==> src/core/pwc_params.svh <==
// Purpose: constants for the phase change memory command host
// Assumes: 25 MHz clock, 16-bit asynchronous memory bus
// Notes:   command codes and bus timing counts
`ifndef PWC_PARAMS_SVH
`define PWC_PARAMS_SVH

// ---------------------------------------------------------------
// command codes
// ---------------------------------------------------------------
`define PWC_CMD_READ_ARRAY   8'hff
`define PWC_CMD_BUF_PROG     8'he8
`define PWC_CMD_BUF_BITALT   8'hea
`define PWC_CMD_CONFIRM      8'hd0
`define PWC_CMD_SUSPEND      8'hb0
`define PWC_CMD_LOCK_SETUP   8'h60
`define PWC_CMD_CLEAR_STATUS 8'h50
`define PWC_CMD_READ_STATUS  8'h70
`define PWC_CMD_LOCK         8'h01
`define PWC_CMD_LOCK_DOWN    8'h2f
`define PWC_CMD_CFG_RCR      8'h03
`define PWC_CMD_CFG_ECR      8'h04

// ---------------------------------------------------------------
// bus timing
// ---------------------------------------------------------------
`define PWC_CLK_PERIOD_NS    40
`define PWC_WE_LOW_NS        70
`define PWC_WE_HIGH_NS       40
`define PWC_RD_ACCESS_NS     135
`define PWC_WE_LOW_CYC  ((`PWC_WE_LOW_NS + `PWC_CLK_PERIOD_NS - 1) / `PWC_CLK_PERIOD_NS)
`define PWC_WE_HIGH_CYC ((`PWC_WE_HIGH_NS + `PWC_CLK_PERIOD_NS - 1) / `PWC_CLK_PERIOD_NS)
`define PWC_RD_CYC      ((`PWC_RD_ACCESS_NS + `PWC_CLK_PERIOD_NS - 1) / `PWC_CLK_PERIOD_NS)

// ---------------------------------------------------------------
// widths and status bits
// ---------------------------------------------------------------
`define PWC_AW               23
`define PWC_DW               16
`define PWC_BLK_LSB          16
`define PWC_CNT_W            5
`define PWC_SR_READY_BIT     7

`endif

==> src/core/pwc_pkg.sv <==
// Purpose: types for the phase change memory command host
// Assumes: constants come from pwc_params.svh
// Notes:   no timescale, package only
`include "pwc_params.svh"

package pwc_pkg;
  // -------------------------------------------------------------
  // user request kinds
  // -------------------------------------------------------------
  typedef enum logic [2:0] {
    PWC_OP_BUF_PROG,
    PWC_OP_LOCK_CFG,
    PWC_OP_SUSPEND,
    PWC_OP_RESUME,
    PWC_OP_CLEAR,
    PWC_OP_READ_STATUS,
    PWC_OP_RAW
  } pwc_op_t;

  typedef struct packed {
    pwc_op_t                 op;
    logic                    bit_alt;
    logic [7:0]              code;
    logic [`PWC_AW-1:0]      addr;
    logic [`PWC_CNT_W-1:0]   count;
  } pwc_req_t;

  // one bus cycle handed to the pin driver
  typedef struct packed {
    logic                    rd;
    logic [`PWC_AW-1:0]      addr;
    logic [`PWC_DW-1:0]      data;
  } pwc_cyc_t;

  typedef struct packed {
    logic                    ce_n;
    logic                    we_n;
    logic                    oe_n;
    logic [`PWC_AW-1:0]      addr;
    logic [`PWC_DW-1:0]      dq_o;
    logic                    dq_oe;
  } pwc_pins_t;
endpackage : pwc_pkg

==> src/core/pwc_bus_cycle.sv <==
// Purpose: drives one asynchronous write or read cycle on the pins
// Assumes: 25 MHz clock, pins registered
// Notes:   read data sampled through two flops
`timescale 1ns/100ps
`include "pwc_params.svh"

module pwc_bus_cycle (
  input  wire logic               i_clk,
  input  wire logic               i_arst_n,
  input  wire pwc_pkg::pwc_cyc_t  i_cyc,
  input  wire logic               i_start,
  input  wire logic [`PWC_DW-1:0] i_dq,
  output pwc_pkg::pwc_pins_t      o_pins,
  output logic                    o_done,
  output logic [`PWC_DW-1:0]      o_rdata
);
  typedef enum logic [1:0] {PWC_BC_IDLE, PWC_BC_ACT, PWC_BC_GAP} pwc_bc_t;

  pwc_bc_t            state_reg;
  logic [2:0]         cnt_reg;
  pwc_pkg::pwc_pins_t pins_reg;
  logic [`PWC_DW-1:0] dq_s1_reg;
  logic [`PWC_DW-1:0] dq_s2_reg;
  logic               done_reg;
  logic [`PWC_DW-1:0] rdata_reg;
  wire  [2:0]         act_len = i_cyc.rd ? 3'(`PWC_RD_CYC + 2) : 3'(`PWC_WE_LOW_CYC);

  // -------------------------------------------------------------
  // pin synchroniser, data lines cross from the device
  // -------------------------------------------------------------
  always_ff @(posedge i_clk or negedge i_arst_n) begin
    if (!i_arst_n) begin
      dq_s1_reg <= '0;
      dq_s2_reg <= '0;
    end else begin
      dq_s1_reg <= i_dq;
      dq_s2_reg <= dq_s1_reg;
    end
  end

  // -------------------------------------------------------------
  // cycle sequencer
  // -------------------------------------------------------------
  // read length adds two for the synchroniser delay
  always_ff @(posedge i_clk or negedge i_arst_n) begin
    if (!i_arst_n) begin
      state_reg <= PWC_BC_IDLE;
      cnt_reg   <= '0;
      pins_reg  <= '{ce_n: 1'b1, we_n: 1'b1, oe_n: 1'b1, default: '0};
      done_reg  <= 1'b0;
      rdata_reg <= '0;
    end else begin
      done_reg <= 1'b0;
      unique case (state_reg)
        PWC_BC_IDLE: if (i_start) begin
          pins_reg.ce_n  <= 1'b0;
          pins_reg.we_n  <= i_cyc.rd;
          pins_reg.oe_n  <= !i_cyc.rd;
          pins_reg.addr  <= i_cyc.addr;
          pins_reg.dq_o  <= i_cyc.data;
          pins_reg.dq_oe <= !i_cyc.rd;
          cnt_reg        <= act_len;
          state_reg      <= PWC_BC_ACT;
        end
        PWC_BC_ACT: if (cnt_reg > 3'd1) begin
          cnt_reg <= cnt_reg - 3'd1;
        end else begin
          // we rises first, data held one more cycle as hold time
          pins_reg.ce_n <= 1'b1;
          pins_reg.we_n <= 1'b1;
          pins_reg.oe_n <= 1'b1;
          rdata_reg     <= dq_s2_reg;
          cnt_reg       <= 3'(`PWC_WE_HIGH_CYC);
          state_reg     <= PWC_BC_GAP;
        end
        PWC_BC_GAP: if (cnt_reg > 3'd1) begin
          cnt_reg <= cnt_reg - 3'd1;
        end else begin
          pins_reg.dq_oe <= 1'b0;
          done_reg       <= 1'b1;
          state_reg      <= PWC_BC_IDLE;
        end
      endcase
    end
  end

  assign o_pins  = pins_reg;
  assign o_done  = done_reg;
  assign o_rdata = rdata_reg;
endmodule : pwc_bus_cycle

==> src/core/pwc_host.sv <==
// Purpose: host controller issuing command sequences to a phase change memory
// Assumes: device tracks its own write engine; host mirrors its mode
// Notes:   one request at a time, status polled after each sequence except a refused lock or configuration code
//
// Contract
// e8 or ea opens a buffered program
// load words until count reached, then confirm
// d0 confirm starts buffer programming
// bad confirm in suspend returns to suspend
// b0 suspends program nested in erase suspend
// d0 resumes suspended buffered program
// 60 opens lock or configuration setup
// second code picks lock, lock-down or config
// other second code gives lock error
// d0 in nested setup unlocks block
// 50 clears status error flags
// clear ignored while busy or suspended
// load outside latched block aborts sequence
// both cycles go to same address
// unlisted codes are illegal commands
`timescale 1ns/100ps
`include "pwc_params.svh"

module pwc_host (
  input  wire logic               i_clk,
  input  wire logic               i_arst_n,
  input  wire pwc_pkg::pwc_req_t  i_req,
  input  wire logic               i_req_valid,
  input  wire logic [`PWC_DW-1:0] i_wdata,
  input  wire logic [`PWC_DW-1:0] i_dq,
  output logic                    o_req_ready,
  output logic                    o_wdata_ready,
  output logic                    o_done,
  output logic [7:0]              o_status,
  output logic                    o_erase_susp,
  output logic                    o_ce_n,
  output logic                    o_we_n,
  output logic                    o_oe_n,
  output logic [`PWC_AW-1:0]      o_addr,
  output logic [`PWC_DW-1:0]      o_dq,
  output logic                    o_dq_oe
);
  typedef enum logic [2:0] {
    PWC_H_IDLE, PWC_H_CMD, PWC_H_COUNT, PWC_H_LOAD, PWC_H_SECOND, PWC_H_POLL, PWC_H_FIN
  } pwc_hst_t;

  pwc_hst_t              state_reg;
  pwc_pkg::pwc_req_t     req_reg;
  logic [`PWC_CNT_W-1:0] left_reg;
  logic                  busy_reg;
  logic                  esusp_reg;
  logic                  req_ready_reg;
  logic                  wready_reg;
  logic                  done_reg;
  logic [7:0]            status_reg;
  logic                  start_reg;
  pwc_pkg::pwc_cyc_t     cyc_reg;
  pwc_pkg::pwc_pins_t    pins;
  logic                  cyc_done;
  logic [`PWC_DW-1:0]    rdata;

  // -------------------------------------------------------------
  // decode
  // -------------------------------------------------------------
  function automatic logic blk_same(input logic [`PWC_AW-1:0] a, input logic [`PWC_AW-1:0] b);
    blk_same = a[`PWC_AW-1:`PWC_BLK_LSB] == b[`PWC_AW-1:`PWC_BLK_LSB];
  endfunction : blk_same

  wire       is_buf    = i_req.op == pwc_pkg::PWC_OP_BUF_PROG;
  wire [7:0] buf_code  = i_req.bit_alt ? `PWC_CMD_BUF_BITALT : `PWC_CMD_BUF_PROG;
  wire       lock_ok   = (req_reg.code == `PWC_CMD_LOCK) || (req_reg.code == `PWC_CMD_LOCK_DOWN)
                       || (req_reg.code == `PWC_CMD_CFG_RCR) || (req_reg.code == `PWC_CMD_CFG_ECR)
                       || (req_reg.code == `PWC_CMD_CONFIRM && esusp_reg);
  // clearing status while busy has no effect, so the host holds it back
  wire       clr_block = (i_req.op == pwc_pkg::PWC_OP_CLEAR) && busy_reg;
  wire       load_bad  = !blk_same(i_req.addr, req_reg.addr);
  wire [7:0] first_code =
      is_buf                                    ? buf_code :
      (i_req.op == pwc_pkg::PWC_OP_LOCK_CFG)    ? `PWC_CMD_LOCK_SETUP :
      (i_req.op == pwc_pkg::PWC_OP_SUSPEND)     ? `PWC_CMD_SUSPEND :
      (i_req.op == pwc_pkg::PWC_OP_RESUME)      ? `PWC_CMD_CONFIRM :
      (i_req.op == pwc_pkg::PWC_OP_CLEAR)       ? `PWC_CMD_CLEAR_STATUS :
      (i_req.op == pwc_pkg::PWC_OP_READ_STATUS) ? `PWC_CMD_READ_STATUS : i_req.code;

  // -------------------------------------------------------------
  // sequence engine
  // -------------------------------------------------------------
  always_ff @(posedge i_clk or negedge i_arst_n) begin
    if (!i_arst_n) begin
      state_reg     <= PWC_H_IDLE;
      req_reg       <= '0;
      left_reg      <= '0;
      busy_reg      <= 1'b0;
      esusp_reg     <= 1'b0;
      req_ready_reg <= 1'b1;
      wready_reg    <= 1'b0;
      done_reg      <= 1'b0;
      status_reg    <= '0;
      start_reg     <= 1'b0;
      cyc_reg       <= '0;
    end else begin
      done_reg  <= 1'b0;
      start_reg <= 1'b0;
      unique case (state_reg)
        PWC_H_IDLE: if (i_req_valid && !clr_block) begin
          req_reg       <= i_req;
          left_reg      <= i_req.count;
          req_ready_reg <= 1'b0;
          cyc_reg       <= '{rd: 1'b0, addr: i_req.addr, data: {8'h00, first_code}};
          start_reg     <= 1'b1;
          state_reg     <= PWC_H_CMD;
        end
        PWC_H_CMD: if (cyc_done) begin
          unique case (req_reg.op)
            pwc_pkg::PWC_OP_BUF_PROG: begin
              // count word is n-1, same block address
              cyc_reg   <= '{rd: 1'b0, addr: req_reg.addr, data: 16'(req_reg.count)};
              start_reg <= 1'b1;
              state_reg <= PWC_H_COUNT;
            end
            pwc_pkg::PWC_OP_LOCK_CFG: begin
              // second cycle to the very same address
              cyc_reg   <= '{rd: 1'b0, addr: req_reg.addr, data: {8'h00, req_reg.code}};
              start_reg <= lock_ok;
              state_reg <= lock_ok ? PWC_H_SECOND : PWC_H_FIN;
            end
            pwc_pkg::PWC_OP_SUSPEND: begin
              busy_reg <= 1'b1;
              state_reg <= PWC_H_POLL;
              cyc_reg   <= '{rd: 1'b1, addr: req_reg.addr, data: '0};
              start_reg <= 1'b1;
            end
            default: begin
              cyc_reg   <= '{rd: 1'b1, addr: req_reg.addr, data: '0};
              start_reg <= 1'b1;
              busy_reg  <= req_reg.op == pwc_pkg::PWC_OP_RESUME;
              state_reg <= PWC_H_POLL;
            end
          endcase
        end
        PWC_H_COUNT: if (cyc_done) begin
          wready_reg <= 1'b1;
          state_reg  <= PWC_H_LOAD;
        end
        PWC_H_LOAD: begin
          if (wready_reg && i_req_valid && is_buf) begin
            // a foreign word still goes out so the device leaves load; its error is polled
            wready_reg <= 1'b0;
            cyc_reg    <= '{rd: 1'b0, addr: i_req.addr, data: i_wdata};
            start_reg  <= 1'b1;
            if (load_bad) begin
              state_reg <= PWC_H_SECOND;
            end
          end else if (cyc_done) begin
            if (left_reg == '0) begin
              cyc_reg   <= '{rd: 1'b0, addr: req_reg.addr, data: {8'h00, `PWC_CMD_CONFIRM}};
              start_reg <= 1'b1;
              busy_reg  <= 1'b1;
              state_reg <= PWC_H_SECOND;
            end else begin
              left_reg   <= left_reg - 1'b1;
              wready_reg <= 1'b1;
            end
          end
        end
        PWC_H_SECOND: if (cyc_done) begin
          cyc_reg   <= '{rd: 1'b1, addr: req_reg.addr, data: '0};
          start_reg <= 1'b1;
          state_reg <= PWC_H_POLL;
        end
        PWC_H_POLL: if (cyc_done) begin
          status_reg <= rdata[7:0];
          if (rdata[`PWC_SR_READY_BIT]) begin
            state_reg <= PWC_H_FIN;
          end else begin
            start_reg <= 1'b1;
          end
        end
        PWC_H_FIN: begin
          // suspend from ready state reported as erase suspended, mode mirror
          if (req_reg.op == pwc_pkg::PWC_OP_SUSPEND) begin
            esusp_reg <= !esusp_reg || busy_reg;
          end
          if (req_reg.op == pwc_pkg::PWC_OP_BUF_PROG || req_reg.op == pwc_pkg::PWC_OP_RESUME) begin
            busy_reg <= 1'b0;
          end
          if (req_reg.op == pwc_pkg::PWC_OP_SUSPEND) begin
            busy_reg <= 1'b1;
          end
          done_reg      <= 1'b1;
          req_ready_reg <= 1'b1;
          state_reg     <= PWC_H_IDLE;
        end
      endcase
    end
  end

  pwc_bus_cycle u_cycle (
    .i_clk    (i_clk),
    .i_arst_n (i_arst_n),
    .i_cyc    (cyc_reg),
    .i_start  (start_reg),
    .i_dq     (i_dq),
    .o_pins   (pins),
    .o_done   (cyc_done),
    .o_rdata  (rdata)
  );

  assign o_req_ready   = req_ready_reg;
  assign o_wdata_ready = wready_reg;
  assign o_done        = done_reg;
  assign o_status      = status_reg;
  assign o_erase_susp  = esusp_reg;
  assign o_ce_n        = pins.ce_n;
  assign o_we_n        = pins.we_n;
  assign o_oe_n        = pins.oe_n;
  assign o_addr        = pins.addr;
  assign o_dq          = pins.dq_o;
  assign o_dq_oe       = pins.dq_oe;
endmodule : pwc_host

==> config.mk <==
export PLATFORM = sky130hd
export DESIGN_NAME = pwc_host
export DESIGN_NICKNAME = d
export VERILOG_FILES = /design/src/core/pwc_pkg.sv /design/src/core/pwc_bus_cycle.sv /design/src/core/pwc_host.sv
export VERILOG_INCLUDE_DIRS = /design/src /design/src/core
export SDC_FILE = /design/constraint.sdc
export NUM_CORES = 1
export LEC_CHECK = 0
export BUFFER_PORTS_ARGS = -buffer_cell sky130_fd_sc_hd__buf_4
export CELL_PAD_IN_SITES_DETAIL_PLACEMENT = 0
export CELL_PAD_IN_SITES_GLOBAL_PLACEMENT = 2
export CORE_MARGIN = 2
export CORE_UTILIZATION = 37
export DETAILED_ROUTE_END_ITERATION = 10
export PLACE_DENSITY = 0.82
export SETUP_SLACK_MARGIN = 0.05
export SYNTH_ARGS = -nofsm -noshare
export SYNTH_HDL_FRONTEND = slang
export SYNTH_SLANG_ARGS = --single-unit
==> constraint.sdc <==
create_clock -name i_clk -period 2.85 [get_ports i_clk]
set_input_delay 0.57 -clock i_clk [delete_from_list [all_inputs] [get_ports i_clk]]
set_output_delay 0.57 -clock i_clk [all_outputs]
set_load 0.01 [all_outputs]
After elaboration in Yosys (flattened, before gate mapping)
Index checks and enable logic that the tools add are counted.
{"block": "word_totals", "register_bits": 174, "input_bits": 75, "output_inout_bits": 55}
{"block": "op_classes", "add_sub_neg": 2, "order_cmp": 1, "eq_ne": 42, "mux": 75, "n_bitwise": 1, "n_reduce_logical": 42}
{"operator": "2-to-1 mux 40 bit", "count": 6}
{"operator": "one-hot mux 40 bit (4 select lines)", "count": 1}
{"operator": "one-hot mux 40 bit (2 select lines)", "count": 1}
{"operator": "2-to-1 mux 8 bit", "count": 6}
{"operator": "2-to-1 mux 3 bit", "count": 15}
{"operator": "2-to-1 mux 43 bit", "count": 1}
{"operator": "2-to-1 mux 1 bit", "count": 24}
{"operator": "one-hot mux 3 bit (7 select lines)", "count": 1}
{"operator": "2-to-1 mux 5 bit", "count": 4}
{"operator": "== test 3 x 2 -> 1 bit, second input constant", "count": 6}
{"operator": "inequality test 2 bit, second input constant", "count": 8}
{"operator": "== test 3 bit, second input constant", "count": 5}
{"operator": "inequality test 2 x 1 -> 1 bit, second input constant", "count": 7}
{"operator": "AND reduction 2 bit", "count": 7}
{"operator": "inequality test 3 bit, second input constant", "count": 4}
{"operator": "one-hot mux 3 bit (2 select lines)", "count": 2}
{"operator": "2-to-1 mux 2 bit", "count": 5}
{"operator": "one-hot mux 5 bit (2 select lines)", "count": 1}
{"operator": "nonzero test 2 bit", "count": 5}
{"operator": "== test 3 x 1 -> 1 bit, second input constant", "count": 3}
{"operator": "zero test 3 bit", "count": 3}
{"operator": "one-hot mux 3 bit (3 select lines)", "count": 1}
{"operator": "AND reduction 3 bit", "count": 3}
{"operator": "AND reduction 9 bit", "count": 1}
{"operator": "29 further kinds", "count": 43}

Longest topological paths before layout
{"block": "depth", "word_depth": 9, "ltp_mapped": 8}

Hierarchy
A second synthesis with hierarchy kept.
{"block": "unflattened", "cells_unflattened": 688, "area_unflattened_um2": 8363.0}
{"mod": "pwc_host", "instances": 1, "cells_per_inst": 472, "area_per_inst_um2": 4787.1}
{"mod": "pwc_bus_cycle", "instances": 1, "cells_per_inst": 216, "area_per_inst_um2": 3575.9}

Worst setup path after synthesis
Ideal clock, no wire load.
{"block": "synth_path", "kind": "input-to-reg", "startpoint": "in i_req[39] (netlist bit)", "endpoint": "reg cyc_reg[19] (netlist bit)", "setup_ns": 0.125, "arrival_time_ns": 2.067, "required_time_ns": 2.725, "path_slack_ns": 0.658, "cell_stages": 6, "n_path_buf": 1, "cell_sequence": "nor4b_4 -> a31oi_1 -> a21oi_2 -> buf_6 -> mux2_2 -> mux2_4"}
{"block": "synth_between", "elab_chain_cells": 6, "elab_cells_between_ends": 12}
{"item": "start: declaration", "line_no": "pwc_host.sv:27", "rtl": "input wire pwc_pkg::pwc_req_t i_req,"}
{"item": "== test 3 bit", "line_no": "pwc_host.sv:75", "rtl": "wire clr_block = (i_req.op == pwc_pkg::PWC_OP_CLEAR) && busy_reg;"}
{"item": "logical AND 1 bit", "line_no": "pwc_host.sv:75"}
{"item": "zero test 1 bit", "line_no": "pwc_host.sv:105", "rtl": "PWC_H_IDLE: if (i_req_valid && !clr_block) begin"}
{"item": "logical AND 1 bit", "line_no": "pwc_host.sv:105"}
{"item": "inequality test 2 bit (no source line)"}
{"item": "AND reduction 6 bit (no source line)"}
{"item": "end signal: assignment", "line_no": "pwc_host.sv:109", "rtl": "cyc_reg <= '{rd: 1'b0, addr: i_req.addr, data: {8'h00, first_code}};"}
{"item": "end signal: assignment", "line_no": "pwc_host.sv:117", "rtl": "cyc_reg <= '{rd: 1'b0, addr: req_reg.addr, data: 16'(req_reg.count)};"}
{"item": "end signal: assignment", "line_no": "pwc_host.sv:123", "rtl": "cyc_reg <= '{rd: 1'b0, addr: req_reg.addr, data: {8'h00, req_reg.code}};"}
{"item": "end: declaration", "line_no": "pwc_host.sv:57", "rtl": "pwc_pkg::pwc_cyc_t cyc_reg;"}
Several ways; a longest one is shown, not always the timed one.
A chain may end at the register's enable or synchronous reset.

Final worst setup path
{"block": "layout_path", "startpoint": "reg left_reg[0]", "endpoint": "reg cyc_reg[0] (netlist bit)"}
{"block": "layout_between", "elab_chain_cells": 3}
{"item": "start: declaration", "line_no": "pwc_host.sv:49", "rtl": "logic [`PWC_CNT_W-1:0] left_reg;"}
{"item": "start signal: assignment", "line_no": "pwc_host.sv:107", "rtl": "left_reg <= i_req.count;"}
{"item": "start signal: assignment", "line_no": "pwc_host.sv:161", "rtl": "left_reg <= left_reg - 1'b1;"}
{"item": "zero test 5 bit", "line_no": "pwc_host.sv:155", "rtl": "if (left_reg == '0) begin"}
{"item": "inequality test 3 bit (no source line)"}
{"item": "AND reduction 6 bit (no source line)"}
{"item": "end signal: assignment", "line_no": "pwc_host.sv:149", "rtl": "cyc_reg <= '{rd: 1'b0, addr: i_req.addr, data: i_wdata};"}
{"item": "end signal: assignment", "line_no": "pwc_host.sv:156", "rtl": "cyc_reg <= '{rd: 1'b0, addr: req_reg.addr, data: {8'h00, `PWC_CMD_CONFIRM}};"}
{"item": "end signal: assignment", "line_no": "pwc_host.sv:167", "rtl": "cyc_reg <= '{rd: 1'b1, addr: req_reg.addr, data: '0};"}
Every way passes these cells.

==> flow_summary.toml <==
[run_status]
outcome = "complete, no violations"

[placement]
io_buffers = 121
post-dp-hpwl_um = 12900
gp_congestion = 0.855

[power_and_ir_drop]
p_sw_share_pct = 35.0
netSwitchingPower_mw = 3.73
p_leak_nw = 4.65
p_comb_share_pct = 40.0
clockPowerShare_pct = 20.4
power_frac_seq_pct = 39.6
ir_drop_mv = 0.520
p_total_mw = 10.6
p_int_mw = 6.91
p_per_area_nw_per_um2 = 1100

[setup_path]
r2r_slack_ns = 0.44
critical_path_required_ns = 3.15
end_kind = "register"
worstSetupPathType = "reg2reg"
crit_chain = "inv_1 > ha_1 > nor4b_2 > a21oi_2 > a31oi_2 > a32o_4 > buf_12 > mux2_2"
cp-start-kind = "register"
r2r_cells = 8
rr_startpoint = "left_reg[0]"
rr_endpoint = "cyc_reg[0]"
crit_slowest_cell = "nor4b_2"
max_stage_delay_ns = 0.40
critPathArrivalTime_ns = 2.71
crit_fanout = 13

[global_routing]
grt_max_degree = 71
grt_pass1_vias = 5547
grt_use_total_pct = 16.7
grt_pass1_wl_um = 29400
antenna_found_initial = 0
overflow = 0

[clock_tree]
htree_levels = 4
cts_buffer_depth = 2
cts_tree = "done"
post_cts_resized = 0
post-cts-setup-buffers = 0
root_buffer = "clkbuf_16"
hold_buffers = 0
numCtsBuffers = 17
cts_num_sinks = 174
clk_pin_slew_worst_paths_ns = 0.07
clk_latency_ns = 0.42

[die]
die-width_um = 150
die_h_um = 150
ios = 130
die_area_um2 = 22400
core_um2 = 21000
floorplan.initialDensity_pct = 37.5
core.rowCount = 53

[synth]
synth_edf_count = 0
synth-simple-area-share_pct = 12.2
ys_types = 66
synth.avg_cell_area_um2 = 11.9
synthArstFlopShare_pct = 100
syn_area_um2 = 7870
yosysSeqAreaShare_pct = 55.4
synth_compound_area_share_pct = 9.57
netlist_instances = 659
synthXorXnorAreaFrac_pct = 0.779
synth_warnings = 0
muxShareOfSynthArea_pct = 17.7
yosys_register_bits = 174
synth_flop_cell = "dfrtp_1"
synth_top_family_by_area = "multiplexers"
syn-num-nets = 741
synthAdderAreaFrac_pct = 1.11

[timing]
tns_ns = 0
hold_viol_final = 0
slew_headroom_pct = 46.9
hold_ws_ns = 0.106
clock.fmax_mhz = 415
worst_slew_pin_slew_ns = 0.797
finClkSkew_ns = 0.0113
rsz0062_at_grt = "no"
maxSlewViolCount = 0
period_share_pct = 84.5
finalCriticalPeriod_ns = 2.41
setup_viol = 0

[layout]
ff_latch_area_um2 = 4360
final_common_cell = "dfrtp_1"
layout_common_cells = "170 x dfrtp_1, 130 x buf_4, 125 x nand2_1"
drive_above_1_share_pct = 36.7
nets = 864
multiInputGateArea_um2 = 3250
nFillCells = 1951
area_growth_pct = 22.6
largest_register_ffs = 43
diodes = 0

[detailed_routing]
ant_nets = 0
drt_iter0_markers = 325
first_pass_iters = 5
detail_route.wl_per_cell_um = 17.2
wl_um = 18400
viasPerCell = 5.14
vias = 5498
drc = 0

[min_path]
hold_path.class = "in2async"

[flow_run]
maxCapViolations = 0
## power groups by stage
stage	sequential, mW	clock (mW)	combinational [mW]
floorplan	4.12	0	3.00
global placement	4.19	0	4.18
detailed placement	4.26	0	4.29
CTS	4.21	2.23	4.30
global route	4.36	2.33	4.68
finish	4.21	2.17	4.26
## per-layer routing
layer / GRT usage, % / up-vias / routed length [µm] / part of all wire (%)
li1: - / 2563 / - / -
met3: 3.38 / 10 / 772 / 4.2
met5: 0 / - / 0 / 0
met2: 26.8 / 146 / 9040 / 49
met1: 23.2 / 2779 / 8380 / 46
met4: 4.43 / 0 / 167 / 0.91
## synth_stat cells, types with 4 or more instances
cell type / n / share of area [%]
nor2_1: 21 / 1.0
ha_1: 7 / 1.1
buf_2: 7 / 0.45
nor3_1: 8 / 0.51
mux2_4: 29 / 5.5
a221o_1: 5 / 0.64
a22oi_1: 5 / 0.48
and3_1: 6 / 0.48
mux2_1: 4 / 0.57
nor2b_1: 7 / 0.56
o21ai_0: 22 / 1.4
a21oi_1: 22 / 1.4
nand2b_1: 6 / 0.48
a22o_1: 13 / 1.4
mux2_2: 79 / 11
inv_1: 15 / 0.72
clkbuf_1: 18 / 0.86
xor2_1: 7 / 0.78
nand3_1: 8 / 0.51
dfstp_2: 4 / 1.3
dfrtp_1: 170 / 54
a31oi_1: 6 / 0.48
nand2_1: 126 / 6.0
## layout make-up
type | instances | share of cell area (%)
timing repair buffer | 136 | 11.3
sequential | 174 | 45.2
inverter | 15 | 0.584
clock buffer | 20 | 4.63
multi-input combinational | 438 | 33.7
tap | 275 | 3.57
clock inverter | 12 | 1.01
## worst max path at each step
stage / start / endpoint / slack, ns / cells past startpoint
after global placement: i_req[39] / cyc_reg[0] / 0.28 / 7
after CTS: left_reg[0] / cyc_reg[0] / 0.46 / 8
after global routing: left_reg[0] / cyc_reg[0] / 0.23 / 8
after detailed placement: i_req[39] / cyc_reg[0] / 0.28 / 7
final: left_reg[0] / cyc_reg[0] / 0.44 / 8
after floorplan: i_req[39] / cyc_reg[19] / 0.66 / 6
## per-stage QoR
stage | setup WS [ns] | instances | area (µm²) | utilization, %
after floorplan | 0.658 | 659 | 7870 | -
after global placement | 0.284 | 1038 | 9100 | 43.4
after detailed placement | 0.280 | 1038 | 9100 | 43.4
after CTS | 0.455 | 1070 | 9640 | 46.0
after global routing | 0.226 | 1070 | 9640 | 46.0
final | 0.443 | 1070 | 9640 | 46.0
## critical path, delay by kind of cell (launching register included)
kind	cells	cell delay [ns]
AO/OA/AOI/OAI	3	0.68
adder cells (fa/ha/maj)	1	0.18
buffers and inverters	2	0.31
flip-flops	1	0.39
multiplexers	1	0.34
AND/OR/NAND/NOR	1	0.40
## logic make-up (layout without fill, tap and decap cells)
family / after synthesis / in the layout
XOR/XNOR: 7 / 7
multiplexers: 114 / 114
flip-flops: 174 / 174
AO/OA/AOI/OAI: 106 / 106
adder cells (fa/ha/maj): 7 / 7
buffers and inverters: 47 / 183
AND/OR/NAND/NOR: 204 / 204
No activity file was read; power rests on OpenSTA's default activity.
